<file path="src/tmc_defines.svh">
// offsets, field positions, reset values and timing figures of the heat monitor
`ifndef TMC_DEFINES_SVH
`define TMC_DEFINES_SVH
`define TMC_ADDR_W          4
`define TMC_CTRL_OFS        4'h0
`define TMC_STATUS_OFS      4'h4
`define TMC_MASK_OFS        4'h8
`define TMC_LIVE_OFS        4'hc
`define TMC_CTRL_EN_BIT     0
`define TMC_CTRL_AON_BIT    1
`define TMC_CTRL_SEL_BIT    2
`define TMC_CTRL_CODE_LSB   4
`define TMC_CTRL_CODE_MSB   8
`define TMC_NFLAG           7
`define TMC_SD_IDX          6
`define TMC_CTRL_RST        9'h000
`define TMC_MASK_RST        7'h00
`define TMC_THR_80          8'h50
`define TMC_THR_95          8'h5f
`define TMC_THR_110         8'h6e
`define TMC_THR_125         8'h7d
`define TMC_THR_140         8'h8c
`define TMC_THR_155         8'h9b
`define TMC_THR_SD          8'ha5
`define TMC_WARN_HYS        8'h05
`define TMC_SD_HYS          8'h0f
`define TMC_CODE_HIZ        5'h00
`define TMC_CODE_DIE_HEAT   5'h07
`define TMC_CLK_PERIOD_NS   100
`define TMC_DEBOUNCE_NS     10000
`define TMC_WINDOW_US       450
`define TMC_INTERVAL_US     3000
`define TMC_DB_W            7
`define TMC_DB_CYC          (`TMC_DEBOUNCE_NS / `TMC_CLK_PERIOD_NS)
`define TMC_WINDOW_CYC      ((`TMC_WINDOW_US * 1000) / `TMC_CLK_PERIOD_NS)
`define TMC_INTERVAL_CYC    ((`TMC_INTERVAL_US * 1000) / `TMC_CLK_PERIOD_NS)
`endif

</file>
<file path="src/tmc_pkg.sv">
// types shared by the heat monitor control block
package tmc_pkg;
  typedef enum logic [1:0] {
    TMC_MODE_OFF    = 2'b00,
    TMC_MODE_ALWAYS = 2'b01,
    TMC_MODE_SAMPLE = 2'b10
  } tmc_mode_t;
endpackage

</file>
<file path="src/tmc_thermal_monitor_control.sv">
// heat monitor control: thresholds, debounce, sampling, events, selector pin
//
// Added by the designer: the Avalon-MM interface to the registers and the placing of the registers.
`timescale 1ns/1ps
`include "tmc_defines.svh"
module tmc_thermal_monitor_control
  import tmc_pkg::*;
#(
  parameter int WINDOW_CYC   = `TMC_WINDOW_CYC,
  parameter int INTERVAL_CYC = `TMC_INTERVAL_CYC
) (
  input  wire logic                  clk_in,
  input  wire logic                  rst_in,
  input  wire logic                  ce_in,
  input  wire logic [`TMC_ADDR_W-1:0] avs_address_in,
  input  wire logic                  avs_read_in,
  input  wire logic                  avs_write_in,
  input  wire logic [31:0]           avs_writedata_in,
  output logic      [31:0]           avs_readdata_out,
  output logic                       avs_waitrequest_out,
  input  wire logic [7:0]            temp_code_in,
  input  wire logic                  sys_run_in,
  input  wire logic                  sys_standby_in,
  input  wire logic                  power_good_in,
  output logic                       sensor_power_out,
  output logic                       shutdown_out,
  output logic                       interrupt_out_n,
  output logic                       power_good_pin_one_out,
  output logic                       power_good_pin_one_oe_out,
  output logic                       die_heat_voltage_route_out
);

  localparam int DB_CYC = `TMC_DB_CYC;
  localparam logic [`TMC_DB_W-1:0] DB_LAST = `TMC_DB_W'(DB_CYC - 1);
  localparam logic [14:0] WIN_LAST = 15'(WINDOW_CYC);
  localparam logic [14:0] INT_LAST = 15'(INTERVAL_CYC - 1);

  logic [8:0]                ctrl;
  logic [`TMC_NFLAG-1:0]     status;
  logic [`TMC_NFLAG-1:0]     mask;
  logic [`TMC_NFLAG-1:0]     live;
  logic [`TMC_NFLAG-1:0]     raw;
  logic [`TMC_NFLAG-1:0]     rise;
  logic [14:0]               samp_cnt;
  logic [`TMC_DB_W-1:0]      db_cnt [`TMC_NFLAG];
  tmc_mode_t                 mode;
  logic                      sys_on;
  logic                      take;
  logic                      heat_watch_enable;
  logic                      heat_watch_always_on;
  logic                      analog_selector_enable;
  logic [4:0]                analog_channel_code;
  logic                      sel_active;
  logic [`TMC_NFLAG-1:0]     next_status;

  assign heat_watch_enable      = ctrl[`TMC_CTRL_EN_BIT];
  assign heat_watch_always_on   = ctrl[`TMC_CTRL_AON_BIT];
  assign analog_selector_enable = ctrl[`TMC_CTRL_SEL_BIT];
  assign analog_channel_code    = ctrl[`TMC_CTRL_CODE_MSB:`TMC_CTRL_CODE_LSB];
  assign sys_on                 = sys_run_in | sys_standby_in;
  assign sel_active             = analog_selector_enable & sys_on;
  // access completes at the edge where waitrequest is low
  assign take = (avs_read_in | avs_write_in) & ~avs_waitrequest_out;

  // monitor mode from enable, always-on and system state
  always_comb begin
    if (!heat_watch_enable || !sys_on) begin
      mode = TMC_MODE_OFF;
    end else if (sys_run_in && heat_watch_always_on) begin
      mode = TMC_MODE_ALWAYS;
    end else begin
      mode = TMC_MODE_SAMPLE;
    end
  end

  // bus handshake: one wait cycle per request
  always_ff @(posedge clk_in) begin
    if (rst_in) begin
      avs_waitrequest_out <= 1'b1;
    end else if (ce_in) begin
      avs_waitrequest_out <= ~((avs_read_in | avs_write_in) & avs_waitrequest_out);
    end
  end

  // read data prepared during the wait cycle
  always_ff @(posedge clk_in) begin
    if (rst_in) begin
      avs_readdata_out <= 32'h0000_0000;
    end else if (ce_in && avs_read_in && avs_waitrequest_out) begin
      unique case (avs_address_in)
        `TMC_CTRL_OFS:   avs_readdata_out <= {23'h000000, ctrl};
        `TMC_STATUS_OFS: avs_readdata_out <= {25'h0000000, status};
        `TMC_MASK_OFS:   avs_readdata_out <= {25'h0000000, mask};
        `TMC_LIVE_OFS:   avs_readdata_out <= {24'h000000, sensor_power_out, live};
        default:         avs_readdata_out <= 32'h0000_0000;
      endcase
    end
  end

  // control register; selector fields writable only while system is on
  always_ff @(posedge clk_in) begin
    if (rst_in) begin
      ctrl <= `TMC_CTRL_RST;
    end else if (ce_in) begin
      if (take && avs_write_in && avs_address_in == `TMC_CTRL_OFS) begin
        ctrl[`TMC_CTRL_EN_BIT]  <= avs_writedata_in[`TMC_CTRL_EN_BIT];
        ctrl[`TMC_CTRL_AON_BIT] <= avs_writedata_in[`TMC_CTRL_AON_BIT];
        if (sys_on) begin
          ctrl[`TMC_CTRL_SEL_BIT] <= avs_writedata_in[`TMC_CTRL_SEL_BIT];
          ctrl[`TMC_CTRL_CODE_MSB:`TMC_CTRL_CODE_LSB] <=
            avs_writedata_in[`TMC_CTRL_CODE_MSB:`TMC_CTRL_CODE_LSB];
        end
      end
    end
  end

  // mask register
  always_ff @(posedge clk_in) begin
    if (rst_in) begin
      mask <= `TMC_MASK_RST;
    end else if (ce_in && take && avs_write_in && avs_address_in == `TMC_MASK_OFS) begin
      mask <= avs_writedata_in[`TMC_NFLAG-1:0];
    end
  end

  // sticky events: write one clears, a new crossing wins over the clear
  always_comb begin
    next_status = status;
    if (take && avs_write_in && avs_address_in == `TMC_STATUS_OFS) begin
      next_status = status & ~avs_writedata_in[`TMC_NFLAG-1:0];
    end
    next_status = next_status | rise;
  end

  always_ff @(posedge clk_in) begin
    if (rst_in) begin
      status <= '0;
    end else if (ce_in) begin
      status <= next_status;
    end
  end

  // interrupt pin, low while any unmasked event is latched
  always_ff @(posedge clk_in) begin
    if (rst_in) begin
      interrupt_out_n <= 1'b1;
    end else if (ce_in) begin
      interrupt_out_n <= ~|(next_status & ~mask);
    end
  end

  // sampling schedule: sensor powered for a window at the start of each interval
  always_ff @(posedge clk_in) begin
    if (rst_in) begin
      samp_cnt <= 15'h0000;
    end else if (ce_in) begin
      if (mode != TMC_MODE_SAMPLE || samp_cnt == INT_LAST) begin
        samp_cnt <= 15'h0000;
      end else begin
        samp_cnt <= samp_cnt + 15'h0001;
      end
    end
  end

  always_ff @(posedge clk_in) begin
    if (rst_in) begin
      sensor_power_out <= 1'b0;
    end else if (ce_in) begin
      unique case (mode)
        TMC_MODE_OFF:    sensor_power_out <= 1'b0;
        TMC_MODE_ALWAYS: sensor_power_out <= 1'b1;
        TMC_MODE_SAMPLE: sensor_power_out <= (samp_cnt < WIN_LAST);
        default:         sensor_power_out <= 1'b0;
      endcase
    end
  end

  // comparators with hysteresis and two-way debounce; index 6 is shutdown
  generate
    for (genvar i = 0; i < `TMC_NFLAG; i++) begin : g_cmp
      localparam logic [7:0] THR = (i == 0) ? `TMC_THR_80 : (i == 1) ? `TMC_THR_95 :
                                   (i == 2) ? `TMC_THR_110 : (i == 3) ? `TMC_THR_125 :
                                   (i == 4) ? `TMC_THR_140 : (i == 5) ? `TMC_THR_155 :
                                   `TMC_THR_SD;
      localparam logic [7:0] HYS = (i == `TMC_SD_IDX) ? `TMC_SD_HYS : `TMC_WARN_HYS;
      localparam logic [7:0] REL = THR - HYS;
      // held above threshold minus hysteresis once set
      assign raw[i]  = live[i] ? (temp_code_in > REL) : (temp_code_in >= THR);
      // no event while the monitor is being switched off, since rise is gated by mode != TMC_MODE_OFF
      assign rise[i] = sensor_power_out & (mode != TMC_MODE_OFF) & raw[i] & ~live[i] & (db_cnt[i] == DB_LAST);

      always_ff @(posedge clk_in) begin
        if (rst_in) begin
          live[i]   <= 1'b0;
          db_cnt[i] <= '0;
        end else if (ce_in) begin
          if (mode == TMC_MODE_OFF) begin
            live[i]   <= 1'b0;
            db_cnt[i] <= '0;
          end else if (!sensor_power_out || raw[i] == live[i]) begin
            db_cnt[i] <= '0;
          end else if (db_cnt[i] == DB_LAST) begin
            live[i]   <= raw[i];
            db_cnt[i] <= '0;
          end else begin
            db_cnt[i] <= db_cnt[i] + `TMC_DB_W'(1);
          end
        end
      end
    end
  endgenerate

  // shutdown request follows the debounced shutdown comparator
  always_ff @(posedge clk_in) begin
    if (rst_in) begin
      shutdown_out <= 1'b0;
    end else if (ce_in) begin
      shutdown_out <= live[`TMC_SD_IDX];
    end
  end

  // shared pin: power-good or analog selector
  always_ff @(posedge clk_in) begin
    if (rst_in) begin
      power_good_pin_one_out     <= 1'b0;
      power_good_pin_one_oe_out  <= 1'b1;
      die_heat_voltage_route_out <= 1'b0;
    end else if (ce_in) begin
      power_good_pin_one_out     <= sel_active ? 1'b0 : power_good_in;
      power_good_pin_one_oe_out  <= ~sel_active;
      die_heat_voltage_route_out <= sel_active && (analog_channel_code == `TMC_CODE_DIE_HEAT);
    end
  end
endmodule // tmc_thermal_monitor_control

</file>
<file path="config.mk">
export PLATFORM = sky130hd
export DESIGN_NAME = tmc_thermal_monitor_control
export DESIGN_NICKNAME = d
export VERILOG_FILES = /design/src/tmc_pkg.sv /design/src/tmc_thermal_monitor_control.sv
export VERILOG_INCLUDE_DIRS = /design/src
export SDC_FILE = /design/constraint.sdc
export NUM_CORES = 1
export LEC_CHECK = 0
export ABC_AREA = 1
export BUFFER_PORTS_ARGS = -buffer_cell sky130_fd_sc_hd__buf_2
export CORE_MARGIN = 1
export CORE_UTILIZATION = 60
export CTS_BUF_LIST = sky130_fd_sc_hd__clkbuf_2
export DETAILED_ROUTE_END_ITERATION = 6
export PLACE_DENSITY = 0.94
export SYNTH_ARGS = -nofsm -noshare
export SYNTH_HDL_FRONTEND = slang
export SYNTH_SLANG_ARGS = --single-unit
</file>
<file path="constraint.sdc">
create_clock -name clk_in -period 2 [get_ports clk_in]
set_input_delay 0.6 -clock clk_in [delete_from_list [all_inputs] [get_ports clk_in]]
set_output_delay 0.6 -clock clk_in [all_outputs]
set_load 0.02 [all_outputs]
</file>
# Word level (Yosys, flattened, before mapping)
# Memory sizes are Yosys's and may differ from the RTL's.
# Cells that the tools add are included.
word_totals:
  elab_cells: 373
  output_inout_bits: 39
  latch_bits: 0
  regBits: 83
  ram_bits: 49
  input_bits: 52
  rom_bits: 0
  mem_count: 1
classes:
  bitwise_logic: 70
  n_mux: 188
  n_mul: 0
  div_mod_pow: 0
  n_eq_ne: 29
  shifts: 0
  n_addsub: 8
  n_reduce_logical: 43
  order_cmp: 14
mem_list:
  columns: ["name", "words", "word_bits", "rd", "rd_clocked_by_memory_dff", "wr", "line", "rtl"]
  rows:
  - ["db_cnt", 7, 7, 7, 0, 7, "tmc_thermal_monitor_control.sv:45", "logic [`TMC_DB_W-1:0] db_cnt [`TMC_NFLAG];"]
ops:
  columns: ["cell", "count"]
  rows:
  - ["7-bit two-way mux", 29]
  - ["1-bit two-way mux", 154]
  - ["7-bit by 1-bit adder with 7-bit output, second input constant", 7]
  - ["7-bit equality test, second input constant", 7]
  - ["9-bit case mux with 4 select lines", 1]
  - ["8-bit by 7-bit greater-or-equal comparator with 1-bit output, second input constant", 4]
  - ["8-bit by 7-bit greater-than comparator with 1-bit output, second input constant", 4]
  - ["1-bit OR", 30]
  - ["1-bit AND", 25]
  - ["8-bit greater-or-equal comparator, second input constant", 3]
  - ["3-bit AND reduction", 8]
  - ["8-bit greater-than comparator, second input constant", 2]
  - ["2-bit nonzero test", 8]
  - ["15-bit by 1-bit adder with 15-bit output, second input constant", 1]
  - ["15-bit equality test, second input constant", 1]
  - ["15-bit by 13-bit less-than comparator with 1-bit output, second input constant", 1]
  - ["15-bit two-way mux", 1]
  - ["7-bit AND", 2]
  - ["2-bit != test, second input constant", 7]
  - ["7-bit NOT", 2]
  - ["1-bit logical AND", 10]
  - ["1-bit NOT", 10]
  - ["1-bit logical OR", 9]
  - ["4-bit equality test, second input constant", 2]
  - ["other kinds (14)", 24]

# Longest topological paths before layout
# Gate-level depths: netlist of the first run.
depth:
  ltp_word: 13
  depth_mapped: 12
  depth_no_buf: 12

# Least setup slack after synthesis of the first run
# OpenSTA, ideal clock, no wires.
synth_path:
  kind: "input-to-reg"
  from: "input port ce_in"
  to: "memory db_cnt[0][0] in the netlist's numbering, enable pin"
  path_buffers: 1
  setup_time_ps: 384
  arrival_ps: 1495
  path_stages: 3
  path_slack_ps: 121
  t_required_ps: 1616
  cell_sequence: "buf_2 > nor2_1 > inv_2"
synth_lines:
  columns: ["item", "line", "rtl"]
  rows:
  - ["from (decl)", "tmc_thermal_monitor_control.sv:14", "input wire logic ce_in,"]
  - ["to (decl)", "tmc_thermal_monitor_control.sv:45", null]

# Worst setup path in the final report of the first run
layout_path:
  from: "register sensor_power_out"
  to: "output port sensor_power_out"
layout_lines:
  columns: ["item", "line", "rtl"]
  rows:
  - ["from (decl)", "tmc_thermal_monitor_control.sv:25", "output logic sensor_power_out,"]
  - ["from (signal assigned)", "tmc_thermal_monitor_control.sv:172", "TMC_MODE_SAMPLE: sensor_power_out <= (samp_cnt < WIN_LAST);"]
# No word-level cell between the ends.

==> results of run 1 <==
[logic make-up (layout without fill, tap and decap cells)]
kind of cell	Yosys count	after routing	share of synthesized area (%)
simple gates	416	416	30.5
buf+inv	132	191	9.84
compound gates	116	116	10.5
flops	109	109	43.3
xor+xnor	29	29	4.12
fa+ha+maj	8	8	1.62
other cells	1	23	0.0608
[routing by layer]
layer | global-route usage, % | up-vias | part of all wire [%]
met5 | 0 | - | 0
met4 | 12.0 | 0 | 3.7
met3 | 5.17 | 51 | 6.9
met2 | 49.3 | 244 | 50
met1 | 33.9 | 2563 | 39
li1 | - | 2770 | -
[through the flow]
| stage | instance area (um2) | TNS [ps] |
|---|---|---|
| detailed placement | 6680 | -1270 |
| global placement | 6680 | -539 |
| floorplan | 6250 | 0 |
| CTS | 6800 | 0 |
| global route | 6810 | 0 |
| finish | 6810 | 0 |
[power groups by stage]
| stage | Sequential (mW) | Clock [mW] | Combinational, mW |
|---|---|---|---|
| after floorplan | 2.50 | 0 | 0.317 |
| after global placement | 2.49 | 0 | 0.471 |
| after detailed placement | 2.50 | 0 | 0.482 |
| after CTS | 2.46 | 1.10 | 0.485 |
| after global routing | 2.47 | 1.16 | 0.547 |
| final | 2.46 | 1.08 | 0.492 |
[repair_timing]
action | in CTS | in global routing
gates resized for setup | 0 | 2
endpoints found under the setup margin | 0 | 8
hold buffers | 0 | 0
[worst max-delay path by stage]
stage / endpoint / slack [ps] / cells after the start
finish: sensor_power_out / 100 / 1
CTS: samp_cnt[14] / 70 / 8
floorplan: db_cnt[0][0] / 120 / 3
detailed placement: db_cnt[0][5] / -120 / 9
global placement: db_cnt[0][2] / -60 / 9
global route: samp_cnt[14] / 4 / 8
[cell usage in the layout, fill, tap and decap left out, types with 2 or more instances in the layout]
cell type / n
nor2_4: 2
nor3b_1: 3
or2_2: 6
xnor2_1: 6
conb_1: 23
nor2_1: 120
or3_1: 2
nand4_1: 5
o21ai_0: 41
nor2_2: 15
edfxtp_1: 49
buf_12: 2
nand2_2: 4
buf_2: 44
a21oi_1: 47
o22ai_1: 13
a31oi_1: 2
inv_4: 2
nand3_1: 72
nand3_2: 2
nand3b_1: 6
clkbuf_2: 9
inv_6: 3
inv_2: 5
xor2_1: 23
o211ai_1: 3
ha_1: 7
clkinv_1: 2
nand3b_4: 2
nor3_1: 10
inv_1: 89
buf_4: 32
a21oi_2: 3
nand2_1: 162
nor3b_2: 2
dfxtp_1: 60
[registers in the layout (all words and copies together), names as in the netlist, 7 cells and up]
register and count:
live 7, samp_cnt 15, status 7, ctrl 8, avs_readdata_out 9, db_cnt 49, mask 7
[area by class of cell]
| type | count | area, um2 |
|---|---|---|
| Timing Repair Buffer | 78 | 500 |
| Clock inverter | 7 | 78.8 |
| Fill cell | 762 | 3060 |
| Inverter | 97 | 367 |
| Clock buffer | 9 | 45.0 |
| Tap cell | 133 | 166 |
| Sequential cell | 109 | 2670 |
| Multi-Input combinational cell | 592 | 2980 |
==> results.txt, run 1 <==
Fraction of layout cells with a size suffix above 1 -> 15.8%
Critical path type -> flop to primary output
Initial Utilization -> 62.5%
Vias per std cell -> 5.49
Synth Instances -> 811
HP Start -> avs_writedata_in[8]
Main area contributors after synthesis -> edfxtp_1 24%, dfxtp_1 19%, nand2_1 9.9%, nor2_1 7.3%, nand3_1 5.8%
Worst clock skew -> 26.0 ps
Syn-to-layout area delta -> 10.4%
GPL Wtd Cong -> 0.920
PD cells -> 592 nW/um2
R2R depth -> 8
Static Leak -> 2.78 nW
Critical Path End Type -> primary output
Async SR Flop Fraction -> 0%
CP max stage delay -> 490 ps
Unrepaired setup endpoints after global routing -> false
Syn_area_per_cell -> 7.60 um2
Cell family with most CP delay -> flip-flops
Area leader, netlist -> edfxtp_1
Clock latency on the worst-skew pair -> 620 ps
Antenna fix cells -> 0
Num ports -> 91
Routed WL -> 14.0 mm
Vias in the first global route -> 5216
Post-CTS setup buffers -> 0
Power consumption -> 4.03 mW
HP Class -> primary input to flop
CP cell instances -> buf_2
Clk buf depth -> 2
Reg2reg setup slack -> 110 ps
Core area -> 9860 um2
Fin Hold WS -> 177 ps
Die Footprint -> 10700 um2
Drt pass-1 iters -> 7
Minimum clock period -> 1900 ps
Max-cap violations -> 0
Placed Instances -> 1009
CTS Buf Count -> 9
Hold worst-path end -> ctrl[8]
Critical Path AT -> 1300 ps
H-tree depth -> 3
Max Fanout on Critical Path -> 4
Antenna-violating nets left -> 0
Die Ht -> 103 um
Setup WS post-layout -> 101 ps
Largest net degree at the start of global routing -> 58
# setup viols final -> 0
Yosys warns -> 0
Dpl hpwl -> 10.5 mm
Cell Area, Synth -> 6170 um2
CTS Sinks -> 109
CTS tree -> done
Layout Utilization -> 69.0%
Int Pwr -> 2.87 mW
All-Layer GR Usage -> 28.1%
First-pass GRT wire length -> 23.2 mm
P_sw -> 1.16 mW
Pins Over Slew Limit -> 0
Period utilization -> 95.0%
Final Hold Fails -> 0
DR vias -> 5628
Commonest register cell after synthesis -> dfxtp_1
Yosys top cell area share -> 23.9%
CTS root buffer -> clkbuf_2
Reg2reg start -> db_cnt[3][0]
Setup crit start -> sensor_power_out
Logic pwr share -> 12.2%
WP buf/inv -> 1
Initial antenna violation count -> 0
Seq/Total Area, Yosys -> 43.3%
Worst slack at placement -> -122 ps
Most numerous cell in the Yosys netlist -> nand2_1
DRC Markers -> 0
Critical Path Start Type -> flop
Grt ovf -> 0
Max IR drop VDD -> 0.596 mV
Register share of total power -> 61.0%
Worst R2R End -> db_cnt[3][5]
EDFF count, synth -> 49
Chip width -> 103 um
CTS clock-pin slew for the worst setup and hold paths -> 300 ps
Wire per inst -> 13.7 um
Top cells by count, synth -> 162 x nand2_1, 120 x nor2_1, 89 x inv_1
Hold depth -> 3
Layout Cells excl Fill -> 1025
Net count, final -> 947
CP max-delay cell -> dfxtp_1
Req. time, crit path -> 1400 ps
Port Buffer Count -> 44
Clock network fraction of design power -> 26.8%
Synth Register Bits -> 109
DR iter-0 viols -> 392
Row count -> 36
Status -> complete, no violations
Number of unique standard cell types used by synthesis -> 45
Sw frac -> 28.7%
F_max -> 526 MHz
Note: power is estimated with default switching activity, not from simulation.
==> run 2, diff against run 1 <==
--- a/config.mk
+++ b/config.mk
@@ -9,10 +9,11 @@
 export ABC_AREA = 1
 export BUFFER_PORTS_ARGS = -buffer_cell sky130_fd_sc_hd__buf_2
 export CORE_MARGIN = 1
-export CORE_UTILIZATION = 60
+export CORE_UTILIZATION = 45
 export CTS_BUF_LIST = sky130_fd_sc_hd__clkbuf_2
 export DETAILED_ROUTE_END_ITERATION = 6
-export PLACE_DENSITY = 0.94
+export PLACE_DENSITY = 0.76
+export SKIP_LAST_GASP = 1
 export SYNTH_ARGS = -nofsm -noshare
 export SYNTH_HDL_FRONTEND = slang
 export SYNTH_SLANG_ARGS = --single-unit
==> run 2 against run 1 <==
  * Maximum frequency shrank 0.57%
  * Die area grew 33%
  * Sequential power is essentially flat
  * Total power shrank 2.3%
  * Sequential cell count is the same
  * Clock skew grew 3.3 ps
  * Sequential share of layout area shrank 0.47 points
  * Critical path depth is the same
  * Count of clock-buffer cells in the layout is the same
  * Non-clock buffer count grew 6
==> results.txt, run 2 (synthesis gave the netlist of run 1 again) <==
Status -> complete, no violations
First-pass GRT wire length -> 23.3 mm (+0.72%)
Initial antenna violation count -> 1 (+1)
Cell family with most CP delay -> flip-flops
CTS root buffer -> clkbuf_2
Minimum clock period -> 1910 ps (+10.9 ps)
Port Buffer Count -> 44 (unchanged)
Period utilization -> 95.5% (+0.55 points)
Vias per std cell -> 5.03 (-8.3%)
Chip width -> 119 um (+15%)
Critical Path Start Type -> flop
H-tree depth -> 3 (unchanged)
CTS clock-pin slew for the worst setup and hold paths -> 320 ps (+20 ps)
CTS Buf Count -> 9 (unchanged)
Footprint of the multi-input gates -> 2970 um2 (-0.29%)
Critical Path End Type -> primary output
F_max -> 523 MHz (-0.57%)
Num ports -> 91 (unchanged)
Setup_tns -> 0 ps (unchanged)
CTS tree -> done
CP max-delay cell -> dfxtp_1
Fraction of layout cells with a size suffix above 1 -> 16.3% (+0.45 points)
GPL Wtd Cong -> 0.880 (-4.4%)
CTS Sinks -> 109 (unchanged)
All-Layer GR Usage -> 20.6% (-7.6 points)
WP buf/inv -> 1 (unchanged)
Core area -> 13300 um2 (+35%)
Die Ht -> 119 um (+15%)
# setup viols final -> 0 (unchanged)
Final Hold Fails -> 0 (unchanged)
HP Start -> power_good_in
DRC Markers -> 0 (unchanged)
Net count, final -> 953 (+0.63%)
Power consumption -> 3.94 mW (-2.3%)
Max-cap violations -> 0 (unchanged)
Clock latency on the worst-skew pair -> 640 ps (+20 ps)
FILL cells -> 1273 (+67%)
Fin Hold WS -> 178 ps (+0.833 ps)
Critical path type -> flop to primary output
Final Cell Area -> 6890 um2 (+1.2%)
Die Footprint -> 14200 um2 (+33%)
Static Leak -> 2.81 nW (+0.98%)
Most frequent cells in the layout -> 162 x nand2_1, 120 x nor2_1, 89 x inv_1
Clk buf depth -> 2 (unchanged)
HP Class -> primary input to flop
Layout Utilization -> 51.8% (-17 points)
Wire per inst -> 12.8 um (-6.6%)
CP max stage delay -> 480 ps (about the same)
Commonest non-fill, non-tap cell in the layout -> nand2_1
Pins Over Slew Limit -> 0 (unchanged)
Req. time, crit path -> 1400 ps (about the same)
Unrepaired setup endpoints after global routing -> false
Drt pass-1 iters -> 5 (-2)
PD cells -> 571 nW/um2 (-3.5%)
Stages on worst setup path -> 1 (unchanged)
Worst slack at placement -> -99.3 ps (+22.4 ps)
Syn-to-layout area delta -> 11.8%
Largest register FFs -> 49 (unchanged)
Reg with most FFs -> db_cnt
Critical Path AT -> 1310 ps (about the same)
Largest net degree at the start of global routing -> 33 (-43%)
Largest registers -> db_cnt: 49 flops, samp_cnt: 15 flops, avs_readdata_out: 9 flops
Max IR drop VDD -> 0.477 mV (-20%)
Routed WL -> 13.7 mm (-2.1%)
Hold worst-path end -> power_good_pin_one_out
Grt ovf -> 0 (unchanged)
DR iter-0 viols -> 294 (-25%)
Worst R2R End -> db_cnt[3][5]
R2R depth -> 8 (unchanged)
Hold bufs inserted after CTS -> 0 (unchanged)
CP cell instances -> buf_2
Dpl hpwl -> 10.3 mm (-2.0%)
Area of placed instances -> 6790 um2 (+1.7%)
Worst clock skew -> 29.3 ps (+3.30 ps)
Layout Cells excl Fill -> 1075 (+4.9%)
Vias in the first global route -> 5011 (-3.9%)
Antenna-violating nets left -> 0 (unchanged)
Setup WS post-layout -> 89.7 ps (-10.9 ps)
Hold depth -> 2 (-1)
DR vias -> 5412 (-3.8%)
Max Fanout on Critical Path -> 5 (+1)
Row count -> 42 (+17%)
Reg2reg setup slack -> 210 ps (+100 ps)
Register area -> 2670 um2 (about the same)
Placed Instances -> 1058 (+4.9%)
Initial Utilization -> 46.4% (-16 points)
Reg2reg start -> db_cnt[3][0]
## run 2: metal layers
metal	share of wire (%)	global-route usage [%]
met5	0	0
met4	2.1	9.02
met3	7.2	2.49
met2	44	32.3
met1	46	28.4
## run 2: area by class of cell
type / count / share of cell area, %
Clock inverter: 7 / 0.835
Tap cell: 176 / 3.19
Sequential cell: 109 / 38.8
Inverter: 97 / 5.32
Multi-Input combinational cell: 592 / 43.1
Antenna cell: 1 / 0.0363
Timing Repair Buffer: 84 / 8.10
Clock buffer: 9 / 0.653
## run 2: where the power goes
| group | internal [mW] | switching (mW) | leakage [nW] |
|---|---|---|---|
| sequential | 2.39 | 0.0596 | 1.03 |
| combinational | 0.165 | 0.326 | 1.70 |
| clock | 0.190 | 0.800 | 0.0704 |
| total | 2.75 | 1.19 | 2.81 |
## run 2: timing repair
item,4_1_cts,5_1_grt
resized for setup,0,1
buffers inserted,0,0
endpoints found under the setup margin,0,1
## run 2: worst max-delay path by stage
| stage | startpoint | endpoint |
|---|---|---|
| 2_1_floorplan | ce_in | db_cnt[0][0] |
| 3_3_place_gp | temp_code_in[4] | db_cnt[5][4] |
| 3_5_place_dp | temp_code_in[7] | db_cnt[3][3] |
| 4_1_cts | sensor_power_out | sensor_power_out |
| 5_1_grt | avs_waitrequest_out | avs_waitrequest_out |
| 6_report | avs_waitrequest_out | avs_waitrequest_out |
